--- config.mk ---
export PLATFORM = sky130hd
export DESIGN_NAME = bm_ctrl_status
export DESIGN_NICKNAME = d
export VERILOG_FILES = /design/src/rtl/bm_pkg.sv /design/src/rtl/bm_channel.sv /design/src/rtl/bm_ctrl_status.sv
export SDC_FILE = /design/constraint.sdc
export NUM_CORES = 1
export LEC_CHECK = 0
export BUFFER_PORTS_ARGS = -buffer_cell sky130_fd_sc_hd__buf_2
export CAP_MARGIN = 40
export CORE_AREA = 5 5 68 70
export CTS_BUF_LIST = sky130_fd_sc_hd__clkbuf_8
export CTS_CLUSTER_SIZE = 25
export DETAILED_ROUTE_END_ITERATION = 8
export DIE_AREA = 0 0 73 75
export HOLD_SLACK_MARGIN = 0.06
export PLACE_DENSITY = 0.73
export SETUP_SLACK_MARGIN = 0.2
export SLEW_MARGIN = 15
export SYNTH_ARGS = -nofsm -noshare
export SYNTH_HDL_FRONTEND = slang
export SYNTH_SLANG_ARGS = --single-unit
--- constraint.sdc ---
create_clock -name clock -period 1.5 [get_ports clock]
set_clock_uncertainty 0.15 [all_clocks]
set_input_delay 0.15 -clock clock [delete_from_list [all_inputs] [get_ports clock]]
set_output_delay 0.15 -clock clock [all_outputs]
set_load 0.01 [all_outputs]
--- src/rtl/bm_pkg.sv ---
/*
 * constants shared by the bus master control/status block: byte offsets in
 * the 16-byte i/o window, bit positions and reset values (the command register loads CMD_RESET & 8'h08).
 * assumes an 8-bit i/o register port with byte address and strobes.
 */
package bm_pkg;
   // ==========================================================
   // register offsets
   localparam logic [3:0] OFF_CMD_PRI  = 4'h0;
   localparam logic [3:0] OFF_STS_PRI  = 4'h2;
   localparam logic [3:0] OFF_CMD_SEC  = 4'h8;
   localparam logic [3:0] OFF_STS_SEC  = 4'hA;
   // ==========================================================
   // command register fields
   localparam int CMD_RUN_BIT = 0;
   localparam int CMD_DIR_BIT = 3;
   localparam logic [7:0] CMD_RESET = 8'h01;
   // ==========================================================
   // status register fields
   localparam int STS_ACT_BIT  = 0;
   localparam int STS_ERR_BIT  = 1;
   localparam int STS_IRQ_BIT  = 2;
   localparam int STS_CAP0_BIT = 5;
   localparam int STS_CAP1_BIT = 6;
   localparam int STS_DESC_BIT = 7;
   localparam logic [7:0] STS_RESET = 8'h00;
   // ==========================================================
   // engine states, gray along idle->run->done
   typedef enum logic [1:0] {
      ST_IDLE = 2'b00,
      ST_RUN  = 2'b01,
      ST_DONE = 2'b11
   } eng_state_t;
endpackage

--- src/rtl/bm_channel.sv ---
/*
 * one bus master channel: command and status registers plus the
 * start/stop control of the data mover. the mover itself is outside;
 * it reports descriptor, end-of-table and abort events as 1-cycle pulses
 * on this clock. ide_irq is an asynchronous pin, synchronised here.
 */
`timescale 1ns/10ps
module bm_channel
   import bm_pkg::*;
(
   // clock and reset
   input  wire logic       clock,
   input  wire logic       rstn,
   // register access, already decoded to this channel
   input  wire logic       cmd_wr,
   input  wire logic       sts_wr,
   input  wire logic [7:0] wdata,
   // platform inputs
   input  wire logic       bus_master_en,
   input  wire logic       ide_irq,
   // events from the data mover
   input  wire logic       desc_done,
   input  wire logic       descriptor_irq_flag,
   input  wire logic       last_region_marker,
   input  wire logic       pci_abort,
   // register views and engine control
   output logic [7:0]      cmd_q,
   output logic [7:0]      sts_q,
   output logic            xfer_go,
   output logic            xfer_dir,
   output logic            xfer_flush,
   output logic            xfer_abort
);
   typedef struct packed {
      logic [7:0] cmd;
      logic [7:0] sts;
      eng_state_t st;
      logic [1:0] irq_sync;
      logic       irq_prev;
      logic       go;
      logic       dir;
      logic       flush;
      logic       abort;
   } ch_state_t;

   ch_state_t s_reg;
   ch_state_t s_next;
   logic      run_rise;
   logic      run_fall;
   logic      irq_edge;

   // ==========================================================
   // next state
   always_comb begin
      s_next = s_reg;
      s_next.irq_sync = {s_reg.irq_sync[0], ide_irq};
      s_next.irq_prev = s_reg.irq_sync[1];
      irq_edge = s_reg.irq_sync[1] & ~s_reg.irq_prev;
      run_rise = cmd_wr & wdata[CMD_RUN_BIT] & ~s_reg.cmd[CMD_RUN_BIT];
      run_fall = cmd_wr & ~wdata[CMD_RUN_BIT] & s_reg.cmd[CMD_RUN_BIT];
      s_next.flush = 1'b0;
      s_next.abort = 1'b0;
      // only run and direction are writable; hardware never clears run
      if (cmd_wr) begin
         s_next.cmd = wdata & 8'h09;
      end
      // status: w1c flags first, so a same-cycle event below wins
      if (sts_wr) begin
         s_next.sts[STS_CAP1_BIT] = wdata[STS_CAP1_BIT];
         s_next.sts[STS_CAP0_BIT] = wdata[STS_CAP0_BIT];
         if (wdata[STS_DESC_BIT]) s_next.sts[STS_DESC_BIT] = 1'b0;
         if (wdata[STS_IRQ_BIT])  s_next.sts[STS_IRQ_BIT] = 1'b0;
         if (wdata[STS_ERR_BIT])  s_next.sts[STS_ERR_BIT] = 1'b0;
      end
      if (irq_edge) s_next.sts[STS_IRQ_BIT] = 1'b1;
      if (s_reg.go && pci_abort) begin
         s_next.sts[STS_ERR_BIT] = 1'b1;
      end
      if (s_reg.go && desc_done && descriptor_irq_flag) begin
         s_next.sts[STS_DESC_BIT] = 1'b1;
      end
      // engine sequencing
      unique case (s_reg.st)
         ST_IDLE: begin
            if (run_rise) begin
               s_next.st = ST_RUN;
               s_next.sts[STS_ACT_BIT] = 1'b1;
               s_next.dir = wdata[CMD_DIR_BIT];
            end
         end
         ST_RUN: begin
            if (run_fall) begin
               s_next.st = ST_IDLE;
               s_next.sts[STS_ACT_BIT] = 1'b0;
               s_next.flush = 1'b1;
               // stopped before the drive raised its interrupt
               s_next.abort = ~s_reg.sts[STS_IRQ_BIT];
            end else if (s_reg.go && desc_done && last_region_marker) begin
               s_next.st = ST_DONE;
               s_next.sts[STS_ACT_BIT] = 1'b0;
            end
         end
         ST_DONE: begin
            // waits here until software drops run; no resume
            if (run_fall) begin
               s_next.st = ST_IDLE;
               s_next.flush = 1'b1;
            end
         end
         default: s_next.st = ST_IDLE;
      endcase
      // mover runs only in run state, with pci mastering allowed
      s_next.go = (s_next.st == ST_RUN) & bus_master_en;
   end

   // ==========================================================
   // state register
   always_ff @(posedge clock or negedge rstn) begin
      if (!rstn) begin
         s_reg <= '{cmd: CMD_RESET & 8'h08, sts: STS_RESET,
                    st: ST_IDLE, irq_sync: 2'b00, irq_prev: 1'b0,
                    go: 1'b0, dir: 1'b0, flush: 1'b0, abort: 1'b0};
      end else begin
         s_reg <= s_next;
      end
   end

   assign cmd_q      = s_reg.cmd;
   assign sts_q      = s_reg.sts;
   assign xfer_go    = s_reg.go;
   assign xfer_dir   = s_reg.dir;
   assign xfer_flush = s_reg.flush;
   assign xfer_abort = s_reg.abort;
endmodule

--- src/rtl/bm_ctrl_status.sv ---
/*
 * bus master control/status for two ide channels behind an 8-bit i/o
 * register port (byte address within a 16-byte window, write and read
 * strobes). the data movers sit outside and obey xfer_go_*.
 */
`timescale 1ns/10ps
module bm_ctrl_status
   import bm_pkg::*;
(
   // clock and reset
   input  wire logic       clock,
   input  wire logic       rstn,
   // i/o register port
   input  wire logic [3:0] io_addr,
   input  wire logic       io_wr,
   input  wire logic       io_rd,
   input  wire logic [7:0] io_wdata,
   output logic [7:0]      io_rdata,
   // pci configuration
   input  wire logic       bus_master_en,
   // ide interrupt pins
   input  wire logic       ide_irq_pri,
   input  wire logic       ide_irq_sec,
   // primary mover events
   input  wire logic       desc_done_pri,
   input  wire logic       desc_irq_flag_pri,
   input  wire logic       last_region_pri,
   input  wire logic       pci_abort_pri,
   // secondary mover events
   input  wire logic       desc_done_sec,
   input  wire logic       desc_irq_flag_sec,
   input  wire logic       last_region_sec,
   input  wire logic       pci_abort_sec,
   // primary mover control
   output logic            xfer_go_pri,
   output logic            xfer_dir_pri,
   output logic            xfer_flush_pri,
   output logic            xfer_abort_pri,
   // secondary mover control
   output logic            xfer_go_sec,
   output logic            xfer_dir_sec,
   output logic            xfer_flush_sec,
   output logic            xfer_abort_sec
);
   // all flops of the top level: enable synchroniser and read data
   typedef struct packed {
      logic       bme_s1;
      logic       bme_s2;
      logic [7:0] rdata;
   } top_state_t;

   top_state_t t_reg;
   top_state_t t_next;
   logic [7:0] cmd_p;
   logic [7:0] sts_p;
   logic [7:0] cmd_s;
   logic [7:0] sts_s;

   bm_channel u_pri (
      .clock(clock), .rstn(rstn),
      .cmd_wr(io_wr && io_addr == OFF_CMD_PRI),
      .sts_wr(io_wr && io_addr == OFF_STS_PRI),
      .wdata(io_wdata), .bus_master_en(t_reg.bme_s2),
      .ide_irq(ide_irq_pri),
      .desc_done(desc_done_pri), .descriptor_irq_flag(desc_irq_flag_pri),
      .last_region_marker(last_region_pri), .pci_abort(pci_abort_pri),
      .cmd_q(cmd_p), .sts_q(sts_p), .xfer_go(xfer_go_pri),
      .xfer_dir(xfer_dir_pri), .xfer_flush(xfer_flush_pri),
      .xfer_abort(xfer_abort_pri)
   );

   bm_channel u_sec (
      .clock(clock), .rstn(rstn),
      .cmd_wr(io_wr && io_addr == OFF_CMD_SEC),
      .sts_wr(io_wr && io_addr == OFF_STS_SEC),
      .wdata(io_wdata), .bus_master_en(t_reg.bme_s2),
      .ide_irq(ide_irq_sec),
      .desc_done(desc_done_sec), .descriptor_irq_flag(desc_irq_flag_sec),
      .last_region_marker(last_region_sec), .pci_abort(pci_abort_sec),
      .cmd_q(cmd_s), .sts_q(sts_s), .xfer_go(xfer_go_sec),
      .xfer_dir(xfer_dir_sec), .xfer_flush(xfer_flush_sec),
      .xfer_abort(xfer_abort_sec)
   );

   // ==========================================================
   // enable comes from config space, treated as async: two flops.
   // read mux; unmapped bytes read zero, data held until next read
   always_comb begin
      t_next = t_reg;
      t_next.bme_s1 = bus_master_en;
      t_next.bme_s2 = t_reg.bme_s1;
      if (io_rd) begin
         unique case (io_addr)
            OFF_CMD_PRI: t_next.rdata = cmd_p;
            OFF_STS_PRI: t_next.rdata = sts_p;
            OFF_CMD_SEC: t_next.rdata = cmd_s;
            OFF_STS_SEC: t_next.rdata = sts_s;
            default:     t_next.rdata = 8'h00;
         endcase
      end
   end

   // ==========================================================
   // state register
   always_ff @(posedge clock or negedge rstn) begin
      if (!rstn) begin
         t_reg <= '{bme_s1: 1'b0, bme_s2: 1'b0, rdata: 8'h00};
      end else begin
         t_reg <= t_next;
      end
   end

   assign io_rdata = t_reg.rdata;
endmodule

# Yosys cells after proc, flatten, opt, wreduce, memory -nomap -nowiden

Index checks and enable logic that the tools add are counted.

Output and inout port bits: 16
Word-level logic and storage cells: 134
Input bits: 27
Register bits after elaboration: 44

Bitwise logic cells: 19
Mux-type cells: 34
Equal/unequal tests: 13
Reduce and logical (&&, ||, !) cells: 39

Operators by type and width:

| operator                                            | number |
|---|---|
| one-hot mux 8 bit (4 select lines)                  | 1 |
| nonzero test 2 bit                                  | 14 |
| 2-to-1 mux 3 bit                                    | 8 |
| AND reduction 2 bit                                 | 8 |
| 2-to-1 mux 1 bit                                    | 13 |
| AND 1 bit                                           | 12 |
| logical AND 1 bit                                   | 12 |
| 2-to-1 mux 2 bit                                    | 6 |
| one-hot mux 2 bit (3 select lines)                  | 2 |
| equality test 2 x 1 -> 1 bit, second input constant | 4 |
| equality test 4 bit, second input constant          | 2 |
| one-hot mux 1 bit (2 select lines)                  | 4 |
| inverter 1 bit                                      | 7 |
| != test 3 x 1 -> 1 bit, second input constant       | 2 |
| AND reduction 3 bit                                 | 2 |
| equality test 2 bit, second input constant          | 2 |
| equality test 4 x 2 -> 1 bit, second input constant | 1 |
| zero test 2 bit                                     | 2 |
| zero test 4 bit                                     | 1 |
| != test 2 x 1 -> 1 bit, second input constant       | 2 |

# Logic depth before layout (Yosys ltp)

Gate-level depths: netlist (run 1).

Word-level depth: 8
Depth in mapped cells: 4
Mapped depth without buffers: 3

# Modules after synthesis

A second synthesis (run 1) with hierarchy kept.

Cells, all modules: 199
Area, all modules: 2,222.1 um^2

Modules (own cells, without submodules):

| module         | area an instance (um^2) | cells each | sequential area each (um^2) | instances |
|---|---|---|---|---|
| bm_channel     | 737.0                   | 64         | 425.4                       | 2 |
| bm_ctrl_status | 748.2                   | 71         | 250.2                       | 1 |

# Worst setup path after synthesis (run 1)

OpenSTA, ideal clock, no wires.

Kind: reg-to-reg
Start: register u_sec.s_reg, in the netlist u_sec.cmd_q[0]
End: register u_sec.s_reg, in the netlist u_sec.xfer_dir
Data arrival time: 1,159 ps
Path buffers: 0
Clock period less this slack: 1,436 ps
Library setup time: 127 ps
Data required time: 1,223 ps
Slack: 64 ps
Cell stages (with the launch flop): 4
Cell sequence: dfrtp_1 -> nor4b_1 -> nand3_2 -> mux2_1

Longest elaborated chain between the ends: 3

Ends and longest elaborated chain:

| element                       | line              | RTL |
|---|---|---|
| start, declared               | bm_channel.sv:46  | `ch_state_t s_reg;` |
| start signal, assigned        | bm_channel.sv:120 | `s_reg <= '{cmd: CMD_RESET & 8'h08, sts: STS_RESET,` |
| start signal, assigned        | bm_channel.sv:124 | `s_reg <= s_next;` |
| inverter 1 bit                | bm_channel.sv:59  | `run_rise = cmd_wr & wdata[CMD_RUN_BIT] & ~s_reg.cmd[CMD_RUN_BIT];` |
| AND 1 bit                     | bm_channel.sv:59  |  |
| AND reduction 2 bit (no line) | --                |  |

Every way passes these cells.
A chain may end at the register's enable or synchronous reset.

# Final worst setup path (run 1)

Start: register u_pri.s_reg[8] (netlist bit)
End: register u_pri.s_reg, in the netlist u_pri.xfer_dir

Longest elaborated chain between the ends: 2

Ends and longest elaborated chain:

| element                       | line              | RTL |
|---|---|---|
| start, declared               | bm_channel.sv:46  |  |
| start signal, assigned        | bm_channel.sv:120 |  |
| start signal, assigned        | bm_channel.sv:124 |  |
| zero test 2 bit               | bm_channel.sv:83  | `unique case (s_reg.st)` |
| AND reduction 2 bit (no line) | --                |  |

Every way passes these cells.

==> metrics, run 1 <==
DIE HEIGHT around 75 um; fraction of layout cells with a size suffix above 1 0.4000; post-detailed-route wirelength per cell about 17 um; Post-DRT Antenna Nets 0; Synth Register Bits 43; hold depth 3; final hold vios 0; DRT iter0 DRCs 96; Pwr Total 2.767 mW; Worst path slowest cell dfrtp_1; Syn. warnings 0; Top Ports 43; max reg flops 7; Fin Hold WS approximately 130 ps; total wire length 4376 um; Placer Congestion around 0.79; max-cap violation count 0; initial cell density of the core 0.4754; Top FF cell, synth dfrtp_1; largest net degree at the start of global routing 25; Core Area a little under 4000 um^2; DR vias 1417; post-route setup TNS 0 ps; Post-DP Area ~2200 um^2; critical path class flop to flop; R2R Path End u_pri.xfer_dir; Critical R2R Launch u_pri.s_reg[8]; Leakage roughly 1.2 nW; critical path, cell by cell nor4b_2, nand3_1, mux2_4; crit end category flop; crit path max fanout 3; Design Area, Final 2532 um^2; crit path time final between 1000 and 1500 ps; # rows 23; Pwr Density between 1000 and 1500 nW/um^2; period utilisation layout 0.9651; Worst Hold Class input port to flop; Slew Viols, Final 0; Post-synth EDFFs 0; Synth async-reset ratio 1.000; first drt pass iteration count 4; max incr delay on CP roughly 400 ps; worst path required time 1530 ps; clock insertion delay at the later pin of the skew report ~300 ps; clock root buffer clkbuf_8; Post-DP HPWL 3022 um; CTS Buf Count 5; synthesized instance count ~150; CTS tree yes; clock-pin slew on the worst setup and hold paths approximately 80 ps; Longest Clk Path Bufs 2; initial antenna violation count 0; hold worst-path end u_sec.sts_q[0]; vias per std cell roughly 5.3; residual DRC count 0; Diodes inserted 0; die width roughly 73 um; r2r worst-path depth 3; Die ar. 5475 um^2; CP startpoint kind flop; nets about 240; Critical Path AT between 1000 and 1500 ps; status complete, no violations; P&R area growth vs syn 36.11%; final std cells w/o fill 265; GRT Total Usage 0.1731; Sink Count 43; critical path's top delay family simple AND/OR/NAND/NOR gates; Max Clock Freq 0.6907 GHz; hold path start last_region_sec; Clock H-tree levels 2; syn avg cell area around 13 um^2; count of cell types in the netlist 40; worst vdd ir about 660 uV; sequential fraction of the synthesis area 0.5783; vias in the first global route 1493; Mapped Area between 1500 and 2000 um^2; unrepaired setup endpoints after global routing yes; placed cells 238; PortBufs 40; syn nets between 150 and 200; flop2flop setup slack 50 ps; count of final setup violators 0; crit path buf inv count 0; first-pass GRT wire length between 7000 and 8000 um; GRT overflow 0
-- layer usage --
layer | up-vias | wire length, um | global-route usage
li1 | 659 | - | -
met1 | 693 | 1856 | 0.2078
met2 | 49 | 2164 | 0.2920
met3 | 16 | 259 | 0.04940
met4 | 0 | 96 | 0.07377
met5 | - | 0 | 0
-- worst register-to-register path, cell delays in order (launching register included) --
cell	delay (ps)
dfrtp_1	410
nor4b_2	300
nand3_1	160
mux2_4	320
-- per-stage QoR --
step                      utilization  setup WS, ps
after global placement         0.5611         78.88
after floorplan                     -         126.0
after detailed placement       0.5611         42.09
after CTS                      0.6381         29.17
final                          0.6471         52.28
after global routing           0.6471        -17.74
-- synth_stat cells (2+ instances only) --
| cell type | number | area [um^2] |
|---|---|---|
| a21boi_1 | 2 | 15.01 |
| a22o_1 | 4 | 35.03 |
| a311o_1 | 2 | 20.02 |
| a32o_1 | 2 | 20.02 |
| and2_1 | 2 | 12.51 |
| and3_1 | 3 | 18.77 |
| buf_4 | 2 | 15.01 |
| dfrtp_1 | 43 | 1076 |
| inv_1 | 11 | 41.29 |
| mux2_1 | 6 | 67.56 |
| mux2_2 | 6 | 67.56 |
| mux2_4 | 4 | 60.06 |
| nand2_1 | 5 | 18.77 |
| nand2_4 | 2 | 22.52 |
| nand2b_1 | 2 | 12.51 |
| nand3_1 | 14 | 70.07 |
| nor2_1 | 4 | 15.01 |
| nor3b_1 | 2 | 15.01 |
| nor4b_1 | 2 | 17.52 |
| o21ai_0 | 7 | 35.03 |
| o311ai_1 | 2 | 17.52 |
-- logic make-up (layout without fill, tap and decap cells) --
group | Yosys count | after routing | synth area share
muxes | 18 | 18 | 0.1244
buffers and inverters | 15 | 84 | 0.03833
AOI/OAI and AO/OA | 21 | 21 | 0.08473
other | 1 | 1 | 0.002016
and+or+nand+nor | 48 | 48 | 0.1722
DFF | 43 | 43 | 0.5783
-- where the power goes --
part           total [mW]  internal [mW]  switching [mW]  leakage [nW]
clock network       0.709          0.319           0.390        0.0453
logic               0.601          0.334           0.268         0.662
registers            1.46           1.33           0.130         0.520
-- cell type report --
class                   instances  area, um^2
clock buffers                   5       68.82
clock inverters                 3       16.27
fillers                       315        1381
inverters                      11       41.29
multi-input cells              88       793.3
flip-flops and latches         43        1076
well taps                      50       62.56
repair buffers                 65       474.2
-- worst max path at each step --
stage,start,end,slack [ps],cells past startpoint
floorplan,u_pri.s_reg[8],u_pri.xfer_dir,130,3
finish,u_pri.s_reg[8],u_pri.xfer_dir,50,3
global route,u_pri.cmd_q[0],u_pri.xfer_dir,-20,3
CTS,u_pri.cmd_q[0],u_pri.xfer_dir,30,3
global placement,u_sec.cmd_q[0],u_sec.xfer_dir,80,3
detailed placement,u_sec.cmd_q[0],u_sec.xfer_dir,40,3
-- placed cells by master (no fill, tap or decap), types with 3 or more instances in the layout --
cell type and instances:
buf_4 3, buf_2 40, nor2_1 4, mux2_1 4, dlygate4sd3_1 18, dfrtp_1 43, inv_1 12, nand3_1 14
nand2_1 5, mux2_4 6, mux2_2 6, clkbuf_8 5, o21ai_0 6, a22o_1 4, buf_12 3
-- what timing repair did --
item                                    in CTS  in global routing
hold endpoints to repair                    67                  0
pin swaps                                    2                  0
hold buffers                                18                  0
gates cloned                                 0                  0
setup buffers                                1                  0
gates resized for setup                      5                  8
endpoints found under the setup margin      11                 12
Power figures use the tool's default switching activity.
==> run 2, diff against run 1 <==
--- a/config.mk
+++ b/config.mk
@@ -5,13 +5,14 @@
 export SDC_FILE = /design/constraint.sdc
 export NUM_CORES = 1
 export LEC_CHECK = 0
+export ABC_AREA = 1
 export BUFFER_PORTS_ARGS = -buffer_cell sky130_fd_sc_hd__buf_2
 export CAP_MARGIN = 40
-export CORE_AREA = 5 5 68 70
+export CORE_AREA = 5 5 61 77
 export CTS_BUF_LIST = sky130_fd_sc_hd__clkbuf_8
 export CTS_CLUSTER_SIZE = 25
 export DETAILED_ROUTE_END_ITERATION = 8
-export DIE_AREA = 0 0 73 75
+export DIE_AREA = 0 0 66 82
 export HOLD_SLACK_MARGIN = 0.06
 export PLACE_DENSITY = 0.73
 export SETUP_SLACK_MARGIN = 0.2
==> metrics, run 2 <==
Worst Max-Slew Pin Slew a little over 500 ps; R2R Path End u_sec.xfer_dir; DIE HEIGHT about 82 um; DRT iter0 DRCs 83; clock insertion delay at the later pin of the skew report 300 ps; Synth async-reset ratio 1.000; initial antenna violation count 0; clock root buffer clkbuf_8; crit path time final 1237 ps; total wire length between 3000 and 4000 um; final hold vios 0; CTS Buf Count 5; max reg flops 7; Post-synth EDFFs 0; hold worst-path end u_pri.xfer_flush; flop2flop setup slack 290 ps; CTS tree yes; worst path required time roughly 1500 ps; Leakage about 1.3 nW; status complete, no violations; register area ~1100 um^2; Post-DRT Antenna Nets 0; count of cell types in the netlist 26; clock-pin slew on the worst setup and hold paths 80 ps; residual DRC count 0; Slew Viols, Final 0; largest net degree at the start of global routing 44; Sink Count 43; Slew HR 0.6547; Top FF cell, synth dfrtp_1; first-pass GRT wire length 6499 um; GRT Total Usage 0.1636; die width approximately 66 um; CP startpoint kind input port; Longest Clk Path Bufs 2; Max Clock Freq slightly above 0.8 GHz; share of the synthesized area in the top cell type 0.5803; Mapped Area approximately 1900 um^2; # fillers around 350; crit path max fanout 7; top cells by area, synth dfrtp_1, nand2_1, inv_1, nand3_1, o21ai_0; syn avg cell area between 9 and 10 um^2; syn nets 224; r2r worst-path depth 6; DR vias ~1500; Final Util 0.6157; # rows 26; vias per std cell approximately 4.6; Worst Hold Class input port to flop; Pwr Total 2.611 mW; unrepaired setup endpoints after global routing yes; most frequent cells in the layout dfrtp_1, nand2_1, buf_2; Top Ports 43; vias in the first global route 1431; sequential fraction of the synthesis area 0.5803; post-route setup TNS 0 ps; fraction of layout cells with a size suffix above 1 0.2755; synthesized instance count between 150 and 200; count of final setup violators 0; Core Area approximately 4000 um^2; most common cell after layout, fill and taps aside dfrtp_1; Synth Register Bits 43; count leader, synth dfrtp_1; critical path class input port to flop; top cells by count, synth dfrtp_1, nand2_1, inv_1; Post-DP HPWL between 2000 and 3000 um; Pwr Density 1077 nW/um^2; Diodes inserted 0; setup ws final between 200 and 300 ps; Syn. warnings 0; first drt pass iteration count 4; GRT overflow 0; post-detailed-route wirelength per cell 11.79 um; footprint of the multi-input gates 646.9 um^2; Die ar. 5412 um^2; Placer Congestion between 0.8 and 0.9; largest area contributor in the netlist dfrtp_1; worst vdd ir about 730 uV; hold depth 4; max-cap violation count 0; period utilisation layout 0.8247; hold path start io_addr[1]; Critical R2R Launch u_sec.cmd_q[0]; initial cell density of the core 0.4711; Worst Setup Slack post-DPL 108.5 ps; crit end category flop; Clock H-tree levels 2; P&R area growth vs syn 30.70%; nets 291; Critical Path AT roughly 1300 ps; PortBufs 40
==> run 2: cell types whose count changed after synthesis, moves of 4 or more <==
| cell | before | now |
|---|---|---|
| a22o_1 | 4 | 0 |
| o21ai_1 | 1 | 6 |
| nand2_1 | 5 | 40 |
| nor2_2 | 1 | 5 |
| mux2_1 | 6 | 0 |
| mux2_2 | 6 | 0 |
| a21oi_1 | 0 | 5 |
| o21ai_0 | 7 | 13 |
| mux2_4 | 4 | 0 |
| nor2_1 | 4 | 9 |
| nand3_1 | 14 | 18 |
| inv_1 | 11 | 29 |
==> run 2: cell type report <==
cell class                 instances  share of cell area
sequential                        43              0.4440
inverter                          33             0.05111
clock inverter                     3             0.01033
clock buffer                       5             0.02839
multi-input combinational        119              0.2669
tap                               56             0.02891
timing repair buffer              62              0.1704
==> run 2: cell families (layout without fill, tap and decap cells) <==
group	Yosys count	in the layout	synth area share
and+or+nand+nor	86	86	0.2476
DFF	43	43	0.5803
buffers and inverters	35	103	0.07489
AOI/OAI and AO/OA	32	32	0.09514
other	1	1	0.002022
==> run 2: repair_timing <==
action | in CTS | in global routing
resized for setup | 0 | 2
setup endpoints to repair | 0 | 4
hold buffers | 19 | 0
endpoints found under the hold margin | 67 | 0
buffers inserted | 0 | 1
==> run 2: through the flow <==
step           hold slack, ps  cell area (um^2)  cells
3_5_place_dp            100.8              2125    293
6_report                89.20              2424    321
4_1_cts                 80.52              2409    320
3_3_place_gp            98.43              2125    293
2_1_floorplan          -295.6              1854    197
5_1_grt                 85.06              2424    321
==> run 2: metal layers <==
metal,up-vias,wire length [um],GRT usage
met2,23,2060,0.2778
met5,-,0,0
met1,674,1458,0.1828
li1,763,-,-
met3,9,165,0.04514
met4,0,98,0.09553
==> run 2: worst max path at each step <==
stage | from | end | slack [ps] | cells after the start
floorplan | u_pri.s_reg[8] | u_pri.xfer_go | 360 | 5
global placement | io_addr[1] | u_pri.sts_q[2] | 160 | 8
detailed placement | io_addr[1] | u_pri.sts_q[7] | 110 | 8
CTS | u_pri.s_reg[8] | u_pri.xfer_go | 220 | 5
global route | u_pri.s_reg[8] | u_pri.xfer_go | 180 | 5
finish | io_wr | u_sec.sts_q[2] | 260 | 5
==> run 2: power by group <==
part           total (mW)  switching (mW)  leakage, nW  internal [mW]
Sequential           1.39          0.0836        0.530           1.31
Combinational       0.470           0.271        0.702          0.200
Clock               0.746           0.413       0.0443          0.332
Total                2.61           0.768         1.28           1.84
==> run 2: critical path, cell delays in order <==
cell and delay, ps:
buf_2 110, dlygate4sd3_1 610, nand3_4 130, o21ai_0 170, o21ai_0 100
==> run 3, diff against run 2 <==
--- a/config.mk
+++ b/config.mk
@@ -5,7 +5,7 @@
 export SDC_FILE = /design/constraint.sdc
 export NUM_CORES = 1
 export LEC_CHECK = 0
-export ABC_AREA = 1
+export ABC_AREA = 0
 export BUFFER_PORTS_ARGS = -buffer_cell sky130_fd_sc_hd__buf_2
 export CAP_MARGIN = 40
 export CORE_AREA = 5 5 61 77
@@ -14,7 +14,7 @@
 export DETAILED_ROUTE_END_ITERATION = 8
 export DIE_AREA = 0 0 66 82
 export HOLD_SLACK_MARGIN = 0.06
-export PLACE_DENSITY = 0.73
+export PLACE_DENSITY = 0.71
 export SETUP_SLACK_MARGIN = 0.2
 export SLEW_MARGIN = 15
 export SYNTH_ARGS = -nofsm -noshare
==> constraint.sdc (replaced) <==
create_clock -name clock -period 1.2 [get_ports clock]
set_clock_uncertainty 0.15 [all_clocks]
set_input_delay 0.12 -clock clock [delete_from_list [all_inputs] [get_ports clock]]
set_output_delay 0.12 -clock clock [all_outputs]
set_load 0.01 [all_outputs]
==> metrics, run 3 (synthesis results as in run 1) <==
sequential share of power 0.453; Slew Viols, Final 0; Design Area, Final between 2000 and 3000 um^2; Clock Power Share 0.247; switching pwr 1.083 mW; combinational share of power 0.300; status complete, but fails checks; initial cell density of the core 0.4727; crit path time final 1423 ps; CTS tree yes; switch share 0.2708; max-cap violation count 0; largest net degree at the start of global routing 44; DIE HEIGHT just over 80 um; Hold-fix buffers, CTS 13; # rows 26; GRT overflow 0; Top Ports 43; Core Area between 3000 and 4000 um^2; crit path from u_sec.cmd_q[0]; vias per std cell between 5 and 6; CP startpoint kind flop; CTS Buf Count 5; Fin Hold WS -73.32 ps; post-detailed-route wirelength per cell between 15 and 20 um; die width around 66 um; Critical Path AT approximately 1500 ps; worst vdd ir roughly 910 uV; Max Clock Freq between 0.7 and 0.8 GHz; internal power just under 3 mW; clock root buffer clkbuf_8; clock insertion delay at the later pin of the skew report between 200 and 300 ps; fraction of layout cells with a size suffix above 1 0.5702; residual DRC count 0; Die ar. approximately 5400 um^2; initial antenna violation count 0; Pwr Density approximately 1400 nW/um^2; first drt pass iteration count 4; crit path max fanout 3; Post-DP HPWL between 3000 and 4000 um; Post-DRT Antenna Nets 0; DR vias between 1500 and 2000; final hold vios 10; Sink Count 43; GRT Total Usage 0.1861; vias in the first global route between 1500 and 2000; Critical R2R Launch u_sec.cmd_q[0]; most common cell after layout, fill and taps aside dfrtp_1; setup ws final -223.2 ps; P&R area growth vs syn 54.81%; crit end category flop; Longest Clk Path Bufs 2; Leakage 1.438 nW; PortBufs 40; clock-pin slew on the worst setup and hold paths ~80 ps; Diodes inserted 0; Post-DP Area ~2300 um^2; most frequent cells in the layout dfrtp_1, buf_2, buf_4; total wire length between 4000 and 5000 um; first-pass GRT wire length roughly 7500 um; hold path start io_wdata[6]; worst path required time 1230 ps; max reg flops 7; Placer Congestion just over 0.8; count of final setup violators 12; critical path class flop to flop; Worst Hold Class input port to flop; unrepaired setup endpoints after global routing yes; failing checks negative hold slack, negative setup slack; Clock H-tree levels 2; period utilisation layout 1.186; nets approximately 270; DRT iter0 DRCs 72; post-route setup TNS -2227 ps
run 3: critical path: stages, from the launching register on:
cell     delay [ps]
dfrtp_1         410
nor4b_2         310
nand3_2         130
mux2_4          310
run 3: path summary, 6_finish.rpt:
check,to,slack [ps],depth (start not counted)
max in group asynchronous,u_pri.s_reg[4],510,3
setup / recovery,u_sec.xfer_dir,-220,3
hold reg to reg,u_pri.s_next[4],200,0
hold / removal,u_sec.sts_q[6],-70,2
setup reg to reg,u_sec.xfer_dir,-220,3
min in group asynchronous,u_pri.xfer_abort,180,3
run 3: power by group through the flow:
stage	combinational, mW	clock [mW]	sequential (mW)
2_1_floorplan	0.409	0	1.82
3_3_place_gp	0.765	0	1.81
3_5_place_dp	0.789	0	1.82
4_1_cts	1.03	1.02	1.80
5_1_grt	1.29	1.07	1.83
6_report	1.20	0.987	1.81
run 3: final cells by class:
class | count | area, um^2
Sequential cell | 43 | 1076
Fill cell | 263 | 1056
Multi-Input combinational cell | 88 | 884.6
Timing Repair Buffer | 92 | 708.2
Clock buffer | 7 | 96.34
Tap cell | 56 | 70.07
Inverter | 11 | 41.29
Clock inverter | 1 | 3.754
run 3: metal layers:
| metal | global-route usage | part of all wire |
|---|---|---|
| met1 | 0.2243 | 0.40 |
| met2 | 0.3220 | 0.54 |
| met3 | 0.04241 | 0.043 |
| met4 | 0.07317 | 0.019 |
| met5 | 0 | 0 |
run 3: per-stage QoR:
step,std cells,worst slack (ps),power (mW),util
after floorplan,146,-173.5,2.227,-
after global placement,259,-178.7,2.575,0.5919
after detailed placement,259,-214.6,2.611,0.5919
after CTS,287,-217.5,3.847,0.6926
after global routing,298,-271.8,4.193,0.7317
final,298,-223.2,4.000,0.7317
run 3: repair_timing:
action / in CTS / in global routing
hold endpoints to repair: 63 / 11
pin swaps: 10 / 9
gates resized for setup: 24 / 23
endpoints found under the setup margin: 38 / 49
gates cloned: 0 / 0
buffers inserted: 7 / 11
